`config.mk`:
```
export PLATFORM = sky130hd
export DESIGN_NAME = rke_provision_keygen
export DESIGN_NICKNAME = d
export VERILOG_FILES = /design/src/include/rke_prov_pkg.sv /design/src/hdl/rke_provision_keygen.sv
export SDC_FILE = /design/constraint.sdc
export NUM_CORES = 1
export LEC_CHECK = 0
export BUFFER_PORTS_ARGS = -buffer_cell sky130_fd_sc_hd__buf_4
export CELL_PAD_IN_SITES_DETAIL_PLACEMENT = 1
export CELL_PAD_IN_SITES_GLOBAL_PLACEMENT = 1
export CORE_UTILIZATION = 45
export CTS_CLUSTER_DIAMETER = 200
export CTS_CLUSTER_SIZE = 10
export DETAILED_ROUTE_END_ITERATION = 12
export PLACE_DENSITY_LB_ADDON = 0.1
export SYNTH_ARGS = -nofsm -noshare
export SYNTH_HDL_FRONTEND = slang
export SYNTH_SLANG_ARGS = --single-unit
export TNS_END_PERCENT = 20
```
`constraint.sdc`:
```
create_clock -name clk -period 6.6 [get_ports clk]
set_clock_uncertainty 0.15 [all_clocks]
set_input_delay 0.99 -clock clk [delete_from_list [all_inputs] [get_ports clk]]
set_output_delay 0.99 -clock clk [all_outputs]
set_load 0.1 [all_outputs]
```
`src/include/rke_prov_pkg.sv`:
```
// Constants, types and layouts shared by the provisioning and key-derivation block.
// Assumes a single 100 MHz clock and a synchronous active-low reset in the user.
// Overview of operation
// - Config bit 0 picks decrypt or XOR
// - Config bit 2 enables seed-based learning
// - Config bit 3 permits low-power sleep
// - Clock low, then high 8-128 ms enters programming
// - Programming message: key, config, checksum, 80 bits
// - Good checksum: store key, config, then acknowledge
// - Key programming triggers automatic erase-all
// - Ten bytes must sum to zero modulo 256
// - Erase-all installs serial-zero test transmitter
// - Learning a transmitter removes test transmitter
// - Serial number zero is never learned
// - Upper seed gives upper key half
// - Serial encoders: seeds are 6h/2h plus serial
// - 32-bit seed: upper seed is serial low bits
// - 48-bit seed: upper seed merges seed, serial
// - 60-bit seed: upper seed is seed top
// - Decrypt scheme: whole manufacturer key decrypts each seed
// - XOR scheme: seeds XOR manufacturer key halves
// - Brief learn request stops success indication
// - Success toggles learn indicator four seconds
// - Erase-all clears all four slots
package rke_prov_pkg;

  localparam int CLK_PERIOD_NS = 10;
  localparam int NS_PER_MS     = 1000000;
  localparam int MS_TICK_CYC   = NS_PER_MS / CLK_PERIOD_NS;

  localparam logic [7:0]  T_SETUP_MIN_MS = 8'h01;
  localparam logic [7:0]  T_SETUP_MAX_MS = 8'h40;
  localparam logic [7:0]  T_HOLD_MIN_MS  = 8'h08;
  localparam logic [7:0]  T_HOLD_MAX_MS  = 8'h80;
  localparam logic [7:0]  T_ACK_MS       = 8'h02;
  localparam logic [11:0] T_LEARN_IND_MS = 12'hFA0;
  localparam logic [11:0] T_TOGGLE_MS    = 12'h0FA;

  localparam int MSG_BITS       = 80;
  localparam int CFG_LSB        = 64;
  localparam int CSUM_LSB       = 72;
  localparam int NUM_SLOTS      = 4;
  localparam int CFG_SCHEME_BIT = 0;
  localparam int CFG_SEED_BIT   = 2;
  localparam int CFG_SLEEP_BIT  = 3;

  localparam logic [6:0]  BIT_LAST       = 7'h4F;
  localparam logic [9:0]  DEC_LAST_ROUND = 10'h20F;
  localparam logic [5:0]  DEC_KEY_START  = 6'h0F;
  localparam logic [31:0] NLF_TABLE      = 32'h3A5C742E;
  localparam logic [3:0]  SRC_HI_NIBBLE  = 4'h6;
  localparam logic [3:0]  SRC_LO_NIBBLE  = 4'h2;
  localparam logic [7:0]  CFG_RESET      = 8'h00;
  localparam logic [63:0] MAN_KEY_RESET  = 64'h0;

  typedef enum logic [1:0] {
    ENC_SERIAL28 = 2'h0,
    ENC_SEED32   = 2'h1,
    ENC_SEED48   = 2'h2,
    ENC_SEED60   = 2'h3
  } enc_type_e;

  typedef struct packed {
    enc_type_e   enc;
    logic [31:0] serial;
    logic [59:0] seed;
  } learn_req_s;

  typedef struct packed {
    logic [63:0] man_key;
    logic [7:0]  cfg;
  } prov_s;

  typedef struct packed {
    logic [31:0] hi;
    logic [31:0] lo;
  } seed_pair_s;

endpackage

```
`src/hdl/rke_provision_keygen.sv`:
```
// Provisioning loader, slot bookkeeping and crypt key derivation of the decoder.
// Assumes prog_clk_in, prog_data_in and learn_request_n come from pins (synchronised
// here) and that learn_req/learn_info come from the decoder logic on clk.
`timescale 1ns/1ps
`default_nettype none
module rke_provision_keygen
  import rke_prov_pkg::*;
#(
  parameter int MS_CYC = MS_TICK_CYC                      // Cycles per millisecond tick.
) (
  input  wire logic        clk,                           // 100 MHz clock.
  input  wire logic        rst_n,                         // Synchronous reset, power-up.
  input  wire logic        prog_clk_in,                   // Programming clock pin.
  input  wire logic        prog_data_in,                  // Programming data pin, input side.
  output logic             prog_data_out,                 // Programming data pin, output level.
  output logic             prog_data_oe_n,                // Programming data pin enable, low drives.
  output logic             prog_mode,                     // Programming message being received.
  output logic             prog_ok,                       // One-cycle pulse, message stored.
  output logic             prog_bad,                      // One-cycle pulse, checksum failed.
  output logic             keygen_scheme_select,          // Stored scheme, 1 selects XOR.
  output logic             seed_learn_enable,             // Stored secure-learning enable.
  output logic             sleep_enable,                  // Sleep may be entered.
  input  wire logic        learn_req,                     // Pulse: learn a transmitter.
  input  wire learn_req_s  learn_info,                    // Encoder type, serial and seed.
  input  wire logic        learn_request_n,               // Learn button pin, active low.
  output logic             learn_done,                    // Pulse: learn finished (ok or failed).
  output logic             learn_fail,                    // Level with learn_done: refused.
  output logic             learn_indicator,               // Success indicator output.
  output logic [63:0]      crypt_key,                     // Last derived crypt key.
  output logic [NUM_SLOTS-1:0] slot_valid,                // Learned slots in use.
  output logic             test_tx_present                // Serial-zero test transmitter active.
);

  typedef enum logic [2:0] {
    P_POR  = 3'b000,
    P_HIGH = 3'b001,
    P_RECV = 3'b011,
    P_CHK  = 3'b010,
    P_ACK  = 3'b110,
    P_RUN  = 3'b111
  } prog_e;

  typedef enum logic [1:0] {
    L_IDLE = 2'b00,
    L_HI   = 2'b01,
    L_LO   = 2'b11,
    L_STOR = 2'b10
  } learn_e;

  // Sum of the ten message bytes, carries discarded.
  function automatic logic [7:0] byte_sum(input logic [MSG_BITS-1:0] m);
    logic [7:0] s;
    s = 8'h00;
    for (int i = 0; i < MSG_BITS / 8; i++) begin
      s = s + m[i*8 +: 8];
    end
    return s;
  endfunction

  // Non-linear feedback lookup of the block cipher.
  function automatic logic nlf(input logic [31:0] y);
    return NLF_TABLE[{y[30], y[25], y[19], y[8], y[0]}];
  endfunction

  // One decryption round.
  function automatic logic [31:0] dec_round(input logic [31:0] y, input logic kb);
    return {y[30:0], y[31] ^ y[15] ^ kb ^ nlf(y)};
  endfunction

  // Pin synchronisers; the first stages feed only the second stages.
  logic [2:0] pclk_q;
  logic [1:0] pdat_q;
  logic [2:0] lreq_q;
  always_ff @(posedge clk) begin
    if (!rst_n) begin
      pclk_q <= 3'h0;
      pdat_q <= 2'h0;
      lreq_q <= 3'h7;
    end else begin
      pclk_q <= {pclk_q[1:0], prog_clk_in};
      pdat_q <= {pdat_q[0], prog_data_in};
      lreq_q <= {lreq_q[1:0], learn_request_n};
    end
  end
  wire pclk_s    = pclk_q[1];
  wire pclk_rise = pclk_q[1] & ~pclk_q[2];
  wire pclk_fall = ~pclk_q[1] & pclk_q[2];
  wire lreq_fall = ~lreq_q[1] & lreq_q[2];

  // Millisecond tick; all programming timings are counted in these ticks.
  logic [31:0] div_q;
  wire         ms_tick = (div_q == 32'(MS_CYC - 1));
  always_ff @(posedge clk) begin
    if (!rst_n) div_q <= 32'h0;
    else div_q <= ms_tick ? 32'h0 : div_q + 32'h1;
  end

  // Programming entry, reception, checking and acknowledge.
  prog_e                st_q;
  logic [7:0]           up_ms_q;
  logic [7:0]           ph_ms_q;
  logic [6:0]           bit_q;
  logic [MSG_BITS-1:0]  msg_q;
  prov_s                nv_q;
  logic                 ack_q, ok_q, bad_q, erase_q;

  wire low_ok   = (ph_ms_q >= T_SETUP_MIN_MS) && (up_ms_q <= T_SETUP_MAX_MS);
  wire hold_ok  = (ph_ms_q >= T_HOLD_MIN_MS) && (ph_ms_q <= T_HOLD_MAX_MS);
  wire sum_ok   = (byte_sum(msg_q) == 8'h00);
  wire [7:0] up_n = (ms_tick && up_ms_q != 8'hFF) ? up_ms_q + 8'h1 : up_ms_q;
  wire [7:0] ph_n = (ms_tick && ph_ms_q != 8'hFF) ? ph_ms_q + 8'h1 : ph_ms_q;

  always_ff @(posedge clk) begin
    if (!rst_n) begin
      st_q    <= P_POR;
      up_ms_q <= 8'h00;
      ph_ms_q <= 8'h00;
      bit_q   <= 7'h00;
      msg_q   <= '0;
      nv_q    <= '{man_key: MAN_KEY_RESET, cfg: CFG_RESET};
      ack_q   <= 1'b0;
      ok_q    <= 1'b0;
      bad_q   <= 1'b0;
      erase_q <= 1'b0;
    end else begin
      up_ms_q <= up_n;
      ph_ms_q <= ph_n;
      ok_q    <= 1'b0;
      bad_q   <= 1'b0;
      erase_q <= 1'b0;
      unique case (st_q)
        P_POR: begin
          // A clock line that never went low long enough, or rose late, means normal running.
          if (pclk_rise) begin
            st_q    <= low_ok ? P_HIGH : P_RUN;
            ph_ms_q <= 8'h00;
          end else if (pclk_s || up_ms_q > T_SETUP_MAX_MS) begin
            st_q    <= P_RUN;
          end
        end
        P_HIGH: begin
          if (pclk_fall) begin
            st_q  <= hold_ok ? P_RECV : P_RUN;
            bit_q <= 7'h00;
          end else if (ph_ms_q > T_HOLD_MAX_MS) begin
            st_q  <= P_RUN;
          end
        end
        P_RECV: begin
          // Bits enter at the top so byte 0 ends up in the lowest lane.
          if (pclk_rise) begin
            msg_q <= {pdat_q[1], msg_q[MSG_BITS-1:1]};
            bit_q <= bit_q + 7'h1;
            if (bit_q == BIT_LAST) st_q <= P_CHK;
          end
        end
        P_CHK: begin
          if (sum_ok) begin
            nv_q    <= '{man_key: msg_q[CFG_LSB-1:0], cfg: msg_q[CFG_LSB +: 8]};
            ack_q   <= 1'b1;
            ok_q    <= 1'b1;
            erase_q <= 1'b1;
            ph_ms_q <= 8'h00;
            st_q    <= P_ACK;
          end else begin
            bad_q   <= 1'b1;
            st_q    <= P_RUN;
          end
        end
        P_ACK: begin
          // Two ticks guarantee at least one full millisecond of acknowledge.
          if (ph_ms_q >= T_ACK_MS) begin
            ack_q <= 1'b0;
            st_q  <= P_RUN;
          end
        end
        P_RUN: begin
          st_q <= P_RUN;
        end
        default: st_q <= P_RUN;
      endcase
    end
  end

  // Key derivation inputs from the learn request.
  wire        secure  = nv_q.cfg[CFG_SEED_BIT];
  wire        use_xor = nv_q.cfg[CFG_SCHEME_BIT];
  wire [27:0] ser28   = learn_info.serial[27:0];
  seed_pair_s src_w;
  always_comb begin
    src_w = '{hi: {SRC_HI_NIBBLE, ser28}, lo: {SRC_LO_NIBBLE, ser28}};
    if (secure) begin
      unique case (learn_info.enc)
        ENC_SEED32: src_w = '{hi: {4'h0, ser28}, lo: learn_info.seed[31:0]};
        ENC_SEED48: src_w = '{hi: {4'h0, ser28[27:16], learn_info.seed[47:32]},
                              lo: learn_info.seed[31:0]};
        ENC_SEED60: src_w = '{hi: {4'h0, learn_info.seed[59:32]},
                              lo: learn_info.seed[31:0]};
        ENC_SERIAL28: src_w = '{hi: {SRC_HI_NIBBLE, ser28}, lo: {SRC_LO_NIBBLE, ser28}};
      endcase
    end
  end

  // Learn sequencer: derive, then store in a free slot or the rotating victim.
  learn_e                  ls_q;
  seed_pair_s              src_q;
  logic [31:0]             dec_q;
  logic [9:0]              rnd_q;
  logic [5:0]              kidx_q;
  logic [63:0]             key_q;
  logic [27:0]             slot_ser_q [NUM_SLOTS];
  logic [63:0]             slot_key_q [NUM_SLOTS];
  logic [NUM_SLOTS-1:0]    valid_q;
  logic [1:0]              victim_q;
  logic                    test_q, done_q, fail_q;

  wire        serial_zero = (learn_info.serial[27:0] == 28'h0);
  wire        dec_last    = (rnd_q == DEC_LAST_ROUND);
  wire [31:0] dec_n       = dec_round(dec_q, nv_q.man_key[kidx_q]);
  wire [1:0]  free_slot   = !valid_q[0] ? 2'd0 : !valid_q[1] ? 2'd1 :
                            !valid_q[2] ? 2'd2 : !valid_q[3] ? 2'd3 : victim_q;

  // The derivation works on a sampled copy, so the caller need hold learn_info one cycle only.
  always_ff @(posedge clk) begin
    if (!rst_n) begin
      ls_q     <= L_IDLE;
      src_q    <= '0;
      dec_q    <= 32'h0;
      rnd_q    <= 10'h0;
      kidx_q   <= DEC_KEY_START;
      key_q    <= 64'h0;
      valid_q  <= '0;
      victim_q <= 2'd0;
      test_q   <= 1'b0;
      done_q   <= 1'b0;
      fail_q   <= 1'b0;
    end else begin
      victim_q <= victim_q + 2'd1;
      done_q   <= 1'b0;
      unique case (ls_q)
        L_IDLE: begin
          if (learn_req && serial_zero) begin
            done_q <= 1'b1;
            fail_q <= 1'b1;
          end else if (learn_req) begin
            src_q  <= src_w;
            dec_q  <= src_w.hi;
            rnd_q  <= 10'h0;
            kidx_q <= DEC_KEY_START;
            fail_q <= 1'b0;
            if (use_xor) begin
              key_q <= {src_w.hi ^ nv_q.man_key[63:32], src_w.lo ^ nv_q.man_key[31:0]};
              ls_q  <= L_STOR;
            end else begin
              ls_q  <= L_HI;
            end
          end
        end
        L_HI, L_LO: begin
          dec_q  <= dec_n;
          rnd_q  <= rnd_q + 10'h1;
          kidx_q <= kidx_q - 6'h1;
          if (dec_last && ls_q == L_HI) begin
            key_q[63:32] <= dec_n;
            dec_q        <= src_q.lo;
            rnd_q        <= 10'h0;
            kidx_q       <= DEC_KEY_START;
            ls_q         <= L_LO;
          end else if (dec_last) begin
            key_q[31:0]  <= dec_n;
            ls_q         <= L_STOR;
          end
        end
        L_STOR: begin
          valid_q[free_slot] <= 1'b1;
          test_q             <= 1'b0;
          done_q             <= 1'b1;
          ls_q               <= L_IDLE;
        end
        default: ls_q <= L_IDLE;
      endcase
      // Erase wins over a store landing in the same cycle.
      if (erase_q) begin
        valid_q <= '0;
        test_q  <= 1'b1;
      end
    end
  end

  // Slot contents carry no reset; validity bits alone decide what counts as learned.
  always_ff @(posedge clk) begin
    if (ls_q == L_STOR) begin
      slot_ser_q[free_slot] <= src_q.hi[27:0];
      slot_key_q[free_slot] <= key_q;
    end
  end

  // Success indicator: toggles for four seconds, a button press cuts it short.
  logic [11:0] ind_ms_q;
  logic [11:0] tog_ms_q;
  logic        ind_on_q, ind_q;
  wire         learned = (ls_q == L_STOR);
  always_ff @(posedge clk) begin
    if (!rst_n) begin
      ind_ms_q <= 12'h0;
      tog_ms_q <= 12'h0;
      ind_on_q <= 1'b0;
      ind_q    <= 1'b0;
    end else if (learned) begin
      ind_on_q <= 1'b1;
      ind_ms_q <= 12'h0;
      tog_ms_q <= 12'h0;
      ind_q    <= 1'b1;
    end else if (ind_on_q && (lreq_fall || ind_ms_q >= T_LEARN_IND_MS)) begin
      ind_on_q <= 1'b0;
      ind_q    <= 1'b0;
    end else if (ind_on_q && ms_tick) begin
      ind_ms_q <= ind_ms_q + 12'h1;
      tog_ms_q <= (tog_ms_q == T_TOGGLE_MS - 12'h1) ? 12'h0 : tog_ms_q + 12'h1;
      if (tog_ms_q == T_TOGGLE_MS - 12'h1) ind_q <= ~ind_q;
    end
  end

  // Outputs from flip-flops; prog_mode decodes st_q and prog_data_oe_n inverts ack_q.
  assign prog_data_out        = ack_q;
  assign prog_data_oe_n       = ~ack_q;
  assign prog_mode            = (st_q == P_RECV);
  assign prog_ok              = ok_q;
  assign prog_bad             = bad_q;
  assign keygen_scheme_select = nv_q.cfg[CFG_SCHEME_BIT];
  assign seed_learn_enable    = nv_q.cfg[CFG_SEED_BIT];
  assign sleep_enable         = nv_q.cfg[CFG_SLEEP_BIT];
  assign learn_done           = done_q;
  assign learn_fail           = fail_q;
  assign learn_indicator      = ind_q;
  assign crypt_key            = key_q;
  assign slot_valid           = valid_q;
  assign test_tx_present      = test_q;

  // Checks kept beside the logic they guard.
  ack_needs_sum_a: assert property (@(posedge clk) disable iff (!rst_n)
    $rose(ack_q) |-> $past(sum_ok) && $past(st_q) == P_CHK)
    else $error("Acknowledge without a good checksum.");
  bad_sum_keeps_a: assert property (@(posedge clk) disable iff (!rst_n)
    (st_q == P_CHK && !sum_ok) |=> $stable(nv_q) && !ack_q)
    else $error("Bad checksum changed storage or acknowledged.");
  store_then_erase_a: assert property (@(posedge clk) disable iff (!rst_n)
    ok_q |=> valid_q == '0 && test_q)
    else $error("Programming did not erase all slots.");
  erase_test_tx_a: assert property (@(posedge clk) disable iff (!rst_n)
    erase_q |=> test_q)
    else $error("Erase did not install the test transmitter.");
  learn_clears_test_a: assert property (@(posedge clk) disable iff (!rst_n)
    (ls_q == L_STOR && !erase_q) |=> !test_q && valid_q != '0)
    else $error("Learning kept the test transmitter.");
  zero_serial_fail_a: assert property (@(posedge clk) disable iff (!rst_n)
    (ls_q == L_IDLE && learn_req && serial_zero) |=> done_q && fail_q && ls_q == L_IDLE)
    else $error("Serial zero was not refused.");
  xor_key_a: assert property (@(posedge clk) disable iff (!rst_n)
    (ls_q == L_IDLE && learn_req && !serial_zero && use_xor)
      |=> key_q == {src_q.hi ^ nv_q.man_key[63:32], src_q.lo ^ nv_q.man_key[31:0]})
    else $error("XOR key derivation mismatch.");
  cut_indicator_a: assert property (@(posedge clk) disable iff (!rst_n)
    (ind_on_q && lreq_fall && !learned) |=> !ind_on_q ##1 !ind_q)
    else $error("Learn press did not stop the indicator.");
  hold_window_a: assert property (@(posedge clk) disable iff (!rst_n)
    (st_q == P_HIGH && pclk_fall) |=> (st_q == P_RECV) == $past(hold_ok))
    else $error("Programming entry ignored the hold window.");
  recv_count_a: assert property (@(posedge clk) disable iff (!rst_n)
    (st_q == P_RECV && pclk_rise && bit_q == BIT_LAST) |=> st_q == P_CHK)
    else $error("Message length is not eighty bits.");

endmodule // rke_provision_keygen
`default_nettype wire

```
==> impl_metrics.ini, run 1 <==
[pwr]
peakVddDrop_uv = 313
p_leak_nw = 9.63
p_seq_share_pct = 46.9
swShare_pct = 26.4
finalPower_mw = 5.35
p_int_mw = 3.94
powerDensity_mw_per_mm2 = 240
comb_power_share_pct = 11.7
p_switching_mw = 1.41
p_clk_share_pct = 41.4

[sta]
worst_pin_slew_ps = 1160
period_minus_slack_ps = 5740
min_period_over_period_pct = 87.0
setup-tns-final_ps = 0
timing.hold.ws_ps = 278
relSlewSlack_pct = 21.7
max_freq_mhz = 174
hold_viol_final = 0
setup_violations = 0
finalWorstSetupSlack_ps = 860
final-max-slew-violation-count = 0
rsz0062_at_grt = no

[detailed_routing]
wl_um = 59800
firstDrtPassIters = 5
num_vias = 16200
vias_per_cell = 5.74
wl_per_cell_um = 21.1
drt_iter0_markers = 984
drc = 0
detail-route-antenna-nets = 0

[critical_path]
r2r_slack_ps = 860
start_kind = register
crit_required_ps = 6880
cp_data_arrival_time_ps = 6020
r2r.worst_path.cells = 14
reg2reg_from = msg_q[26]
criticalPathCategory = reg -> reg
worstSetupEndpointType = register
critPathMaxFanout = 8
worstReg2RegEnd = ph_ms_q[2]

[cells_and_area]
nets = 2462
drive_gt1_share_pct = 12.5
seqCellArea_mm2 = 0.00793
fill_cells = 4923
finish.utilization_pct = 52.8
fin_area_mm2 = 0.0223
instances_no_fill = 2830
multi_input_area_mm2 = 0.0107
area_growth_syn_to_layout_pct = 14.7

[clocking]
clock_latency_ps = 570
cts_resized = 0
post_cts_buffers = 0
cts_max_level = 2
hold_buffers = 0
clk_pin_slew_worst_paths_ps = 60
cts_tree = done
numCtsBuffers = 45
cts_root_buf = clkbuf_16
cts_buffer_depth = 3
cts.sinks = 396

[worst_hold_path]
hold_depth = 1
hold_class = reg -> reg
min-delay-start = lreq_q[0]
hold_end = lreq_q[1]

[placement]
placed_area_mm2 = 0.0211
gp_congestion = 0.858
port_buffers = 175
pre_cts_ws_ps = 808
hpwlAfterDp_um = 43200
dp.cells = 2779

[synthesis]
syn_inst = 2182
synth_cell_types = 66
ys_seq_elements = 396
syn_area_mm2 = 0.0194
synth.avg_cell_area_um2 = 8.90
synth_ff_type = dfxtp_1
synth_common_cells = 396 x dfxtp_1, 325 x nand2_1, 254 x nor2_1
ys_async_sr_fraction_pct = 0
synth_most_common_cell = dfxtp_1
synth_edf_count = 0
synth_warnings = 0
synthTopCellsByArea = dfxtp_1 41%, mux2i_1 7.1%, nand2_1 6.3%, fa_1 5.2%, nor2_1 4.9%
seq_area_frac_synth_pct = 40.8
yosysTopAreaCellShare_pct = 40.8
synth_largest_area_cell = dfxtp_1
synth_fp_nets = 2357

[floorplanning]
die_h_um = 210
die_w_um = 210
dieArea_mm2 = 0.0440
io_pins = 180
start_util_pct = 46.0
core-area_mm2 = 0.0422
num_rows = 75

[global_route]
grt_overflow = 0
grtUsageTotal_pct = 27.2
grt_pass1_wl_um = 93100
grt_pass1_vias = 16400
antenna_found_initial = 2
grt_start_max_net_pins = 164

[run_status]
status = finished, final reports clean

[job]
maxCapViolCount = 0
## flip-flops by register name (all words and copies together) (netlist names), 8 cells and up, named ones only
register and flops:
up_ms_q 8, rnd_q 10, crypt_key 64, ph_ms_q 8
msg_q 80, src_q 32, tog_ms_q 12, ind_ms_q 12
dec_q 32, nv_q 64, div_q 32
## cell type report
type	count	area share, %
Multi-Input combinational cell	1577	48.1
Sequential cell	396	35.6
Clock buffer	47	5.18
Antenna cell	2	0.0225
Clock inverter	2	0.208
Timing Repair Buffer	194	6.65
Tap cell	539	3.03
Inverter	73	1.25
## how the worst max path moves through the flow
stage | start | to | slack (ps) | cells past startpoint
after floorplan | msg_q[2] | nv_q[52] | 1380 | 16
after global placement | msg_q[26] | ph_ms_q[2] | 920 | 14
after detailed placement | msg_q[2] | ph_ms_q[2] | 810 | 14
after CTS | msg_q[2] | ph_ms_q[2] | 780 | 14
after global routing | msg_q[2] | ph_ms_q[2] | 490 | 14
final | msg_q[26] | ph_ms_q[2] | 860 | 14
## kinds of logic after synthesis
kind of cell / share of synthesized area [%]
buffers and inverters: 4.30
AO/OA/AOI/OAI: 14.2
AND/OR/NAND/NOR: 18.1
flip-flops: 40.8
multiplexers: 8.68
XOR/XNOR: 7.15
adder cells (fa/ha/maj): 6.77
## layout by cell type, fill, tap and decap left out, types with 4 or more instances in the layout
cell,count
ha_1,25
inv_1,71
nand4_1,26
nor2b_1,11
buf_4,192
and3_1,23
and2_1,23
dfxtp_1,395
mux2i_1,138
or3_1,9
clkbuf_16,46
nor3b_1,7
nand2_1,323
and4_1,6
mux4_2,8
a31oi_1,4
fa_1,50
xor2_1,100
or4_1,4
a211oi_1,31
nand3_1,46
a311oi_1,28
o211a_1,59
a22oi_1,5
o211ai_1,59
mux2_2,11
o2111ai_1,5
a21oi_1,145
o21ai_0,32
nor4_1,17
xnor2_1,56
nand2b_1,7
nor3_1,17
nor2_1,252
## worst max-delay path: stages, from the launching register on
cell	delay [ps]
dfxtp_1	370
fa_1	580
inv_1	60
fa_1	470
fa_1	520
fa_1	550
inv_1	50
fa_1	500
fa_1	480
xor2_1	180
or4_1	410
nor3_1	410
and3_1	380
and3_1	380
nor3_1	100
## power groups by stage
stage / clock network [mW] / logic, mW / registers (mW)
floorplan: 0 / 0.452 / 2.55
global placement: 0 / 0.613 / 2.55
detailed placement: 0 / 0.627 / 2.56
CTS: 2.27 / 0.630 / 2.50
global route: 2.36 / 0.675 / 2.51
finish: 2.22 / 0.627 / 2.51
## per-layer routing
layer	global-route usage (%)	routed length [um]	vias up
met3	4.98	3240	88
met2	44.3	28100	342
met5	0	19	-
met1	36.7	27100	8091
li1	-	-	7710
met4	7.88	1360	2
(Power assumes the default switching activity.)
==> inputs of run 2 (changes only) <==
--- a/config.mk
+++ b/config.mk
@@ -5,10 +5,11 @@
 export SDC_FILE = /design/constraint.sdc
 export NUM_CORES = 1
 export LEC_CHECK = 0
+export ABC_AREA = 1
 export BUFFER_PORTS_ARGS = -buffer_cell sky130_fd_sc_hd__buf_4
 export CELL_PAD_IN_SITES_DETAIL_PLACEMENT = 1
 export CELL_PAD_IN_SITES_GLOBAL_PLACEMENT = 1
-export CORE_UTILIZATION = 45
+export CORE_UTILIZATION = 44
 export CTS_CLUSTER_DIAMETER = 200
 export CTS_CLUSTER_SIZE = 10
 export DETAILED_ROUTE_END_ITERATION = 12
==> run 2 against run 1 <==
Net effect:
- flip-flop and latch count grew 2
- core utilization shrank 1.8 points
- via count grew 23%
- final area grew 3.5%
- setup slack lost 69 ps
- die area grew 6.1%
- hold slack lost 13 ps
- clock power is essentially flat
- highest routed layer is now met4
==> impl_metrics.ini, run 2 <==
[detailed_routing]
vias_per_cell = 5.58
num_vias = 19900
wl_um = 72500
firstDrtPassIters = 5
drt_iter0_markers = 1389
wl_per_cell_um = 20.3
detail-route-antenna-nets = 0
drc = 0

[global_route]
grtUsageTotal_pct = 31.0
grt_pass1_wl_um = 114000
grt_start_max_net_pins = 110
grt_overflow = 0
antenna_found_initial = 0
grt_pass1_vias = 20500

[job]
maxCapViolCount = 0

[synthesis]
synth_top_family_by_area = simple AND/OR/NAND/NOR gates
synth_mux_area_share_pct = 0.0496
syn_area_mm2 = 0.0202
syn_inst = 2860
synthXorXnorAreaFrac_pct = 1.95
synth_compound_area_share_pct = 16.9
synth_most_common_cell = nor2_1
yosysTopAreaCellShare_pct = 39.5
synthTopCellsByArea = dfxtp_1 40%, nor2_1 9.5%, nand2_1 9.1%, o21ai_0 8.3%, inv_1 5.7%
synthAdderAreaFrac_pct = 6.52
synth.avg_cell_area_um2 = 7.05
synth_cell_types = 50
ys_seq_elements = 398
synthSimpleGateAreaFrac_pct = 26.1
synth_warnings = 0
synth_ff_type = dfxtp_1
synth_largest_area_cell = dfxtp_1
ys_async_sr_fraction_pct = 0
synth_fp_nets = 3035
synth_edf_count = 0
seq_area_frac_synth_pct = 39.5
synth_common_cells = 508 x nor2_1, 487 x nand2_1, 398 x dfxtp_1

[floorplanning]
io_pins = 180
start_util_pct = 44.5
die_w_um = 216
core-area_mm2 = 0.0453
num_rows = 78
dieArea_mm2 = 0.0467
die_h_um = 216

[cells_and_area]
top_register = msg_q
fin_area_mm2 = 0.0231
area_growth_syn_to_layout_pct = 14.4
final_cell_mix = 504 x nor2_1, 487 x nand2_1, 397 x dfxtp_1
diodes = 0
nets = 3139
drive_gt1_share_pct = 10.3
largest_register_ffs = 80
final_common_cell = nor2_1

[pwr]
peakVddDrop_uv = 239
p_leak_nw = 10.2
powerDensity_mw_per_mm2 = 336

[worst_hold_path]
hold_class = reg -> reg

[sta]
hold_viol_final = 0
setup-tns-final_ps = 0
rsz0062_at_grt = no
max_freq_mhz = 172
setup_violations = 0
final-max-slew-violation-count = 0
min_period_over_period_pct = 88.0
period_minus_slack_ps = 5810
worst_pin_slew_ps = 1110
relSlewSlack_pct = 26.1

[critical_path]
start_kind = register
critPathMaxFanout = 45
cp_common_cell = fa_1
crit_chain = fa_1 > inv_1 > fa_1 > fa_1 > fa_1 > inv_1 > fa_1 > fa_1 > nand3_1 > nand2_1 > a21oi_1 > inv_1 > a21oi_1 > nand3b_1 > nand2_1 > nand3_4 > buf_4 > nand2_1 > nand2_1 > nor2_1
worstSetupEndpointType = register
crit_required_ps = 6910
criticalPathCategory = reg -> reg
slowest_delay_ps = 560
cp_slowest_cell = fa_1
cp_data_arrival_time_ps = 6120

[run_status]
status = finished, final reports clean

[placement]
port_buffers = 175
hpwlAfterDp_um = 52300
placed_area_mm2 = 0.0219
gp_congestion = 0.874

[clocking]
cts_root_buf = clkbuf_16
hold_buffers = 0
numCtsBuffers = 45
cts_max_level = 2
cts_resized = 0
cts_tree = done
clock_latency_ps = 580
cts.sinks = 398
cts_buffer_depth = 3
post_cts_buffers = 0
clk_pin_slew_worst_paths_ps = 60
run 2: path summary, 6_finish.rpt:
kind,startpoint,end,slack [ps],cells past startpoint
setup / recovery,msg_q[2],nv_q[57],790,20
hold / removal,lreq_q[0],lreq_q[1],270,1
setup reg to reg,msg_q[2],nv_q[57],790,20
hold reg to reg,lreq_q[0],lreq_q[1],270,1
run 2: cell type report:
type	instances	area (um^2)
fill	5812	22200
multi-input combinational	2002	10400
sequential	398	7970
timing repair buffer	199	1510
inverter	318	1190
clock buffer	48	1190
tap	600	751
clock inverter	1	8.76
run 2: kinds of logic after synthesis:
logic type                 Yosys count
AOI/OAI and AO/OA                  620
buffers and inverters              460
adders and majority gates           75
and+or+nand+nor                   1261
xor gates and xnor gates            45
muxes                                1
DFF                                398
run 2: power by group:
part	total, mW	leakage (nW)	internal, mW	switching, mW
sequential	2.93	3.24	2.69	0.235
clock	2.25	0.591	1.26	0.991
combinational	2.57	6.40	0.668	1.90
run 2: stage by stage:
stage	power, mW	worst slack, ps	cells	util, %	hold slack [ps]
after floorplan	4.69	1660	2860	-	240
after global placement	5.45	928	3517	48.3	252
after detailed placement	5.51	826	3517	48.3	257
after CTS	7.78	765	3566	50.9	270
after global routing	8.14	422	3566	50.9	299
final	7.75	791	3566	50.9	265
run 2: worst max-delay path, delay by kind of cell, from the launching register on:
| kind | cells | cell delay (ps) |
|---|---|---|
| DFF | 1 | 360 |
| AOI/OAI and AO/OA | 2 | 300 |
| buffers and inverters | 4 | 590 |
| and+or+nand+nor | 8 | 1170 |
| adders and majority gates | 6 | 3110 |
run 2: per-layer routing:
| metal | GRT usage (%) | up-vias | wire (um) |
|---|---|---|---|
| met5 | 0 | - | 0 |
| met1 | 38.7 | 9794 | 30600 |
| li1 | - | 9481 | - |
| met2 | 53.1 | 473 | 35400 |
| met3 | 3.69 | 157 | 3310 |
| met4 | 14.4 | 0 | 3230 |
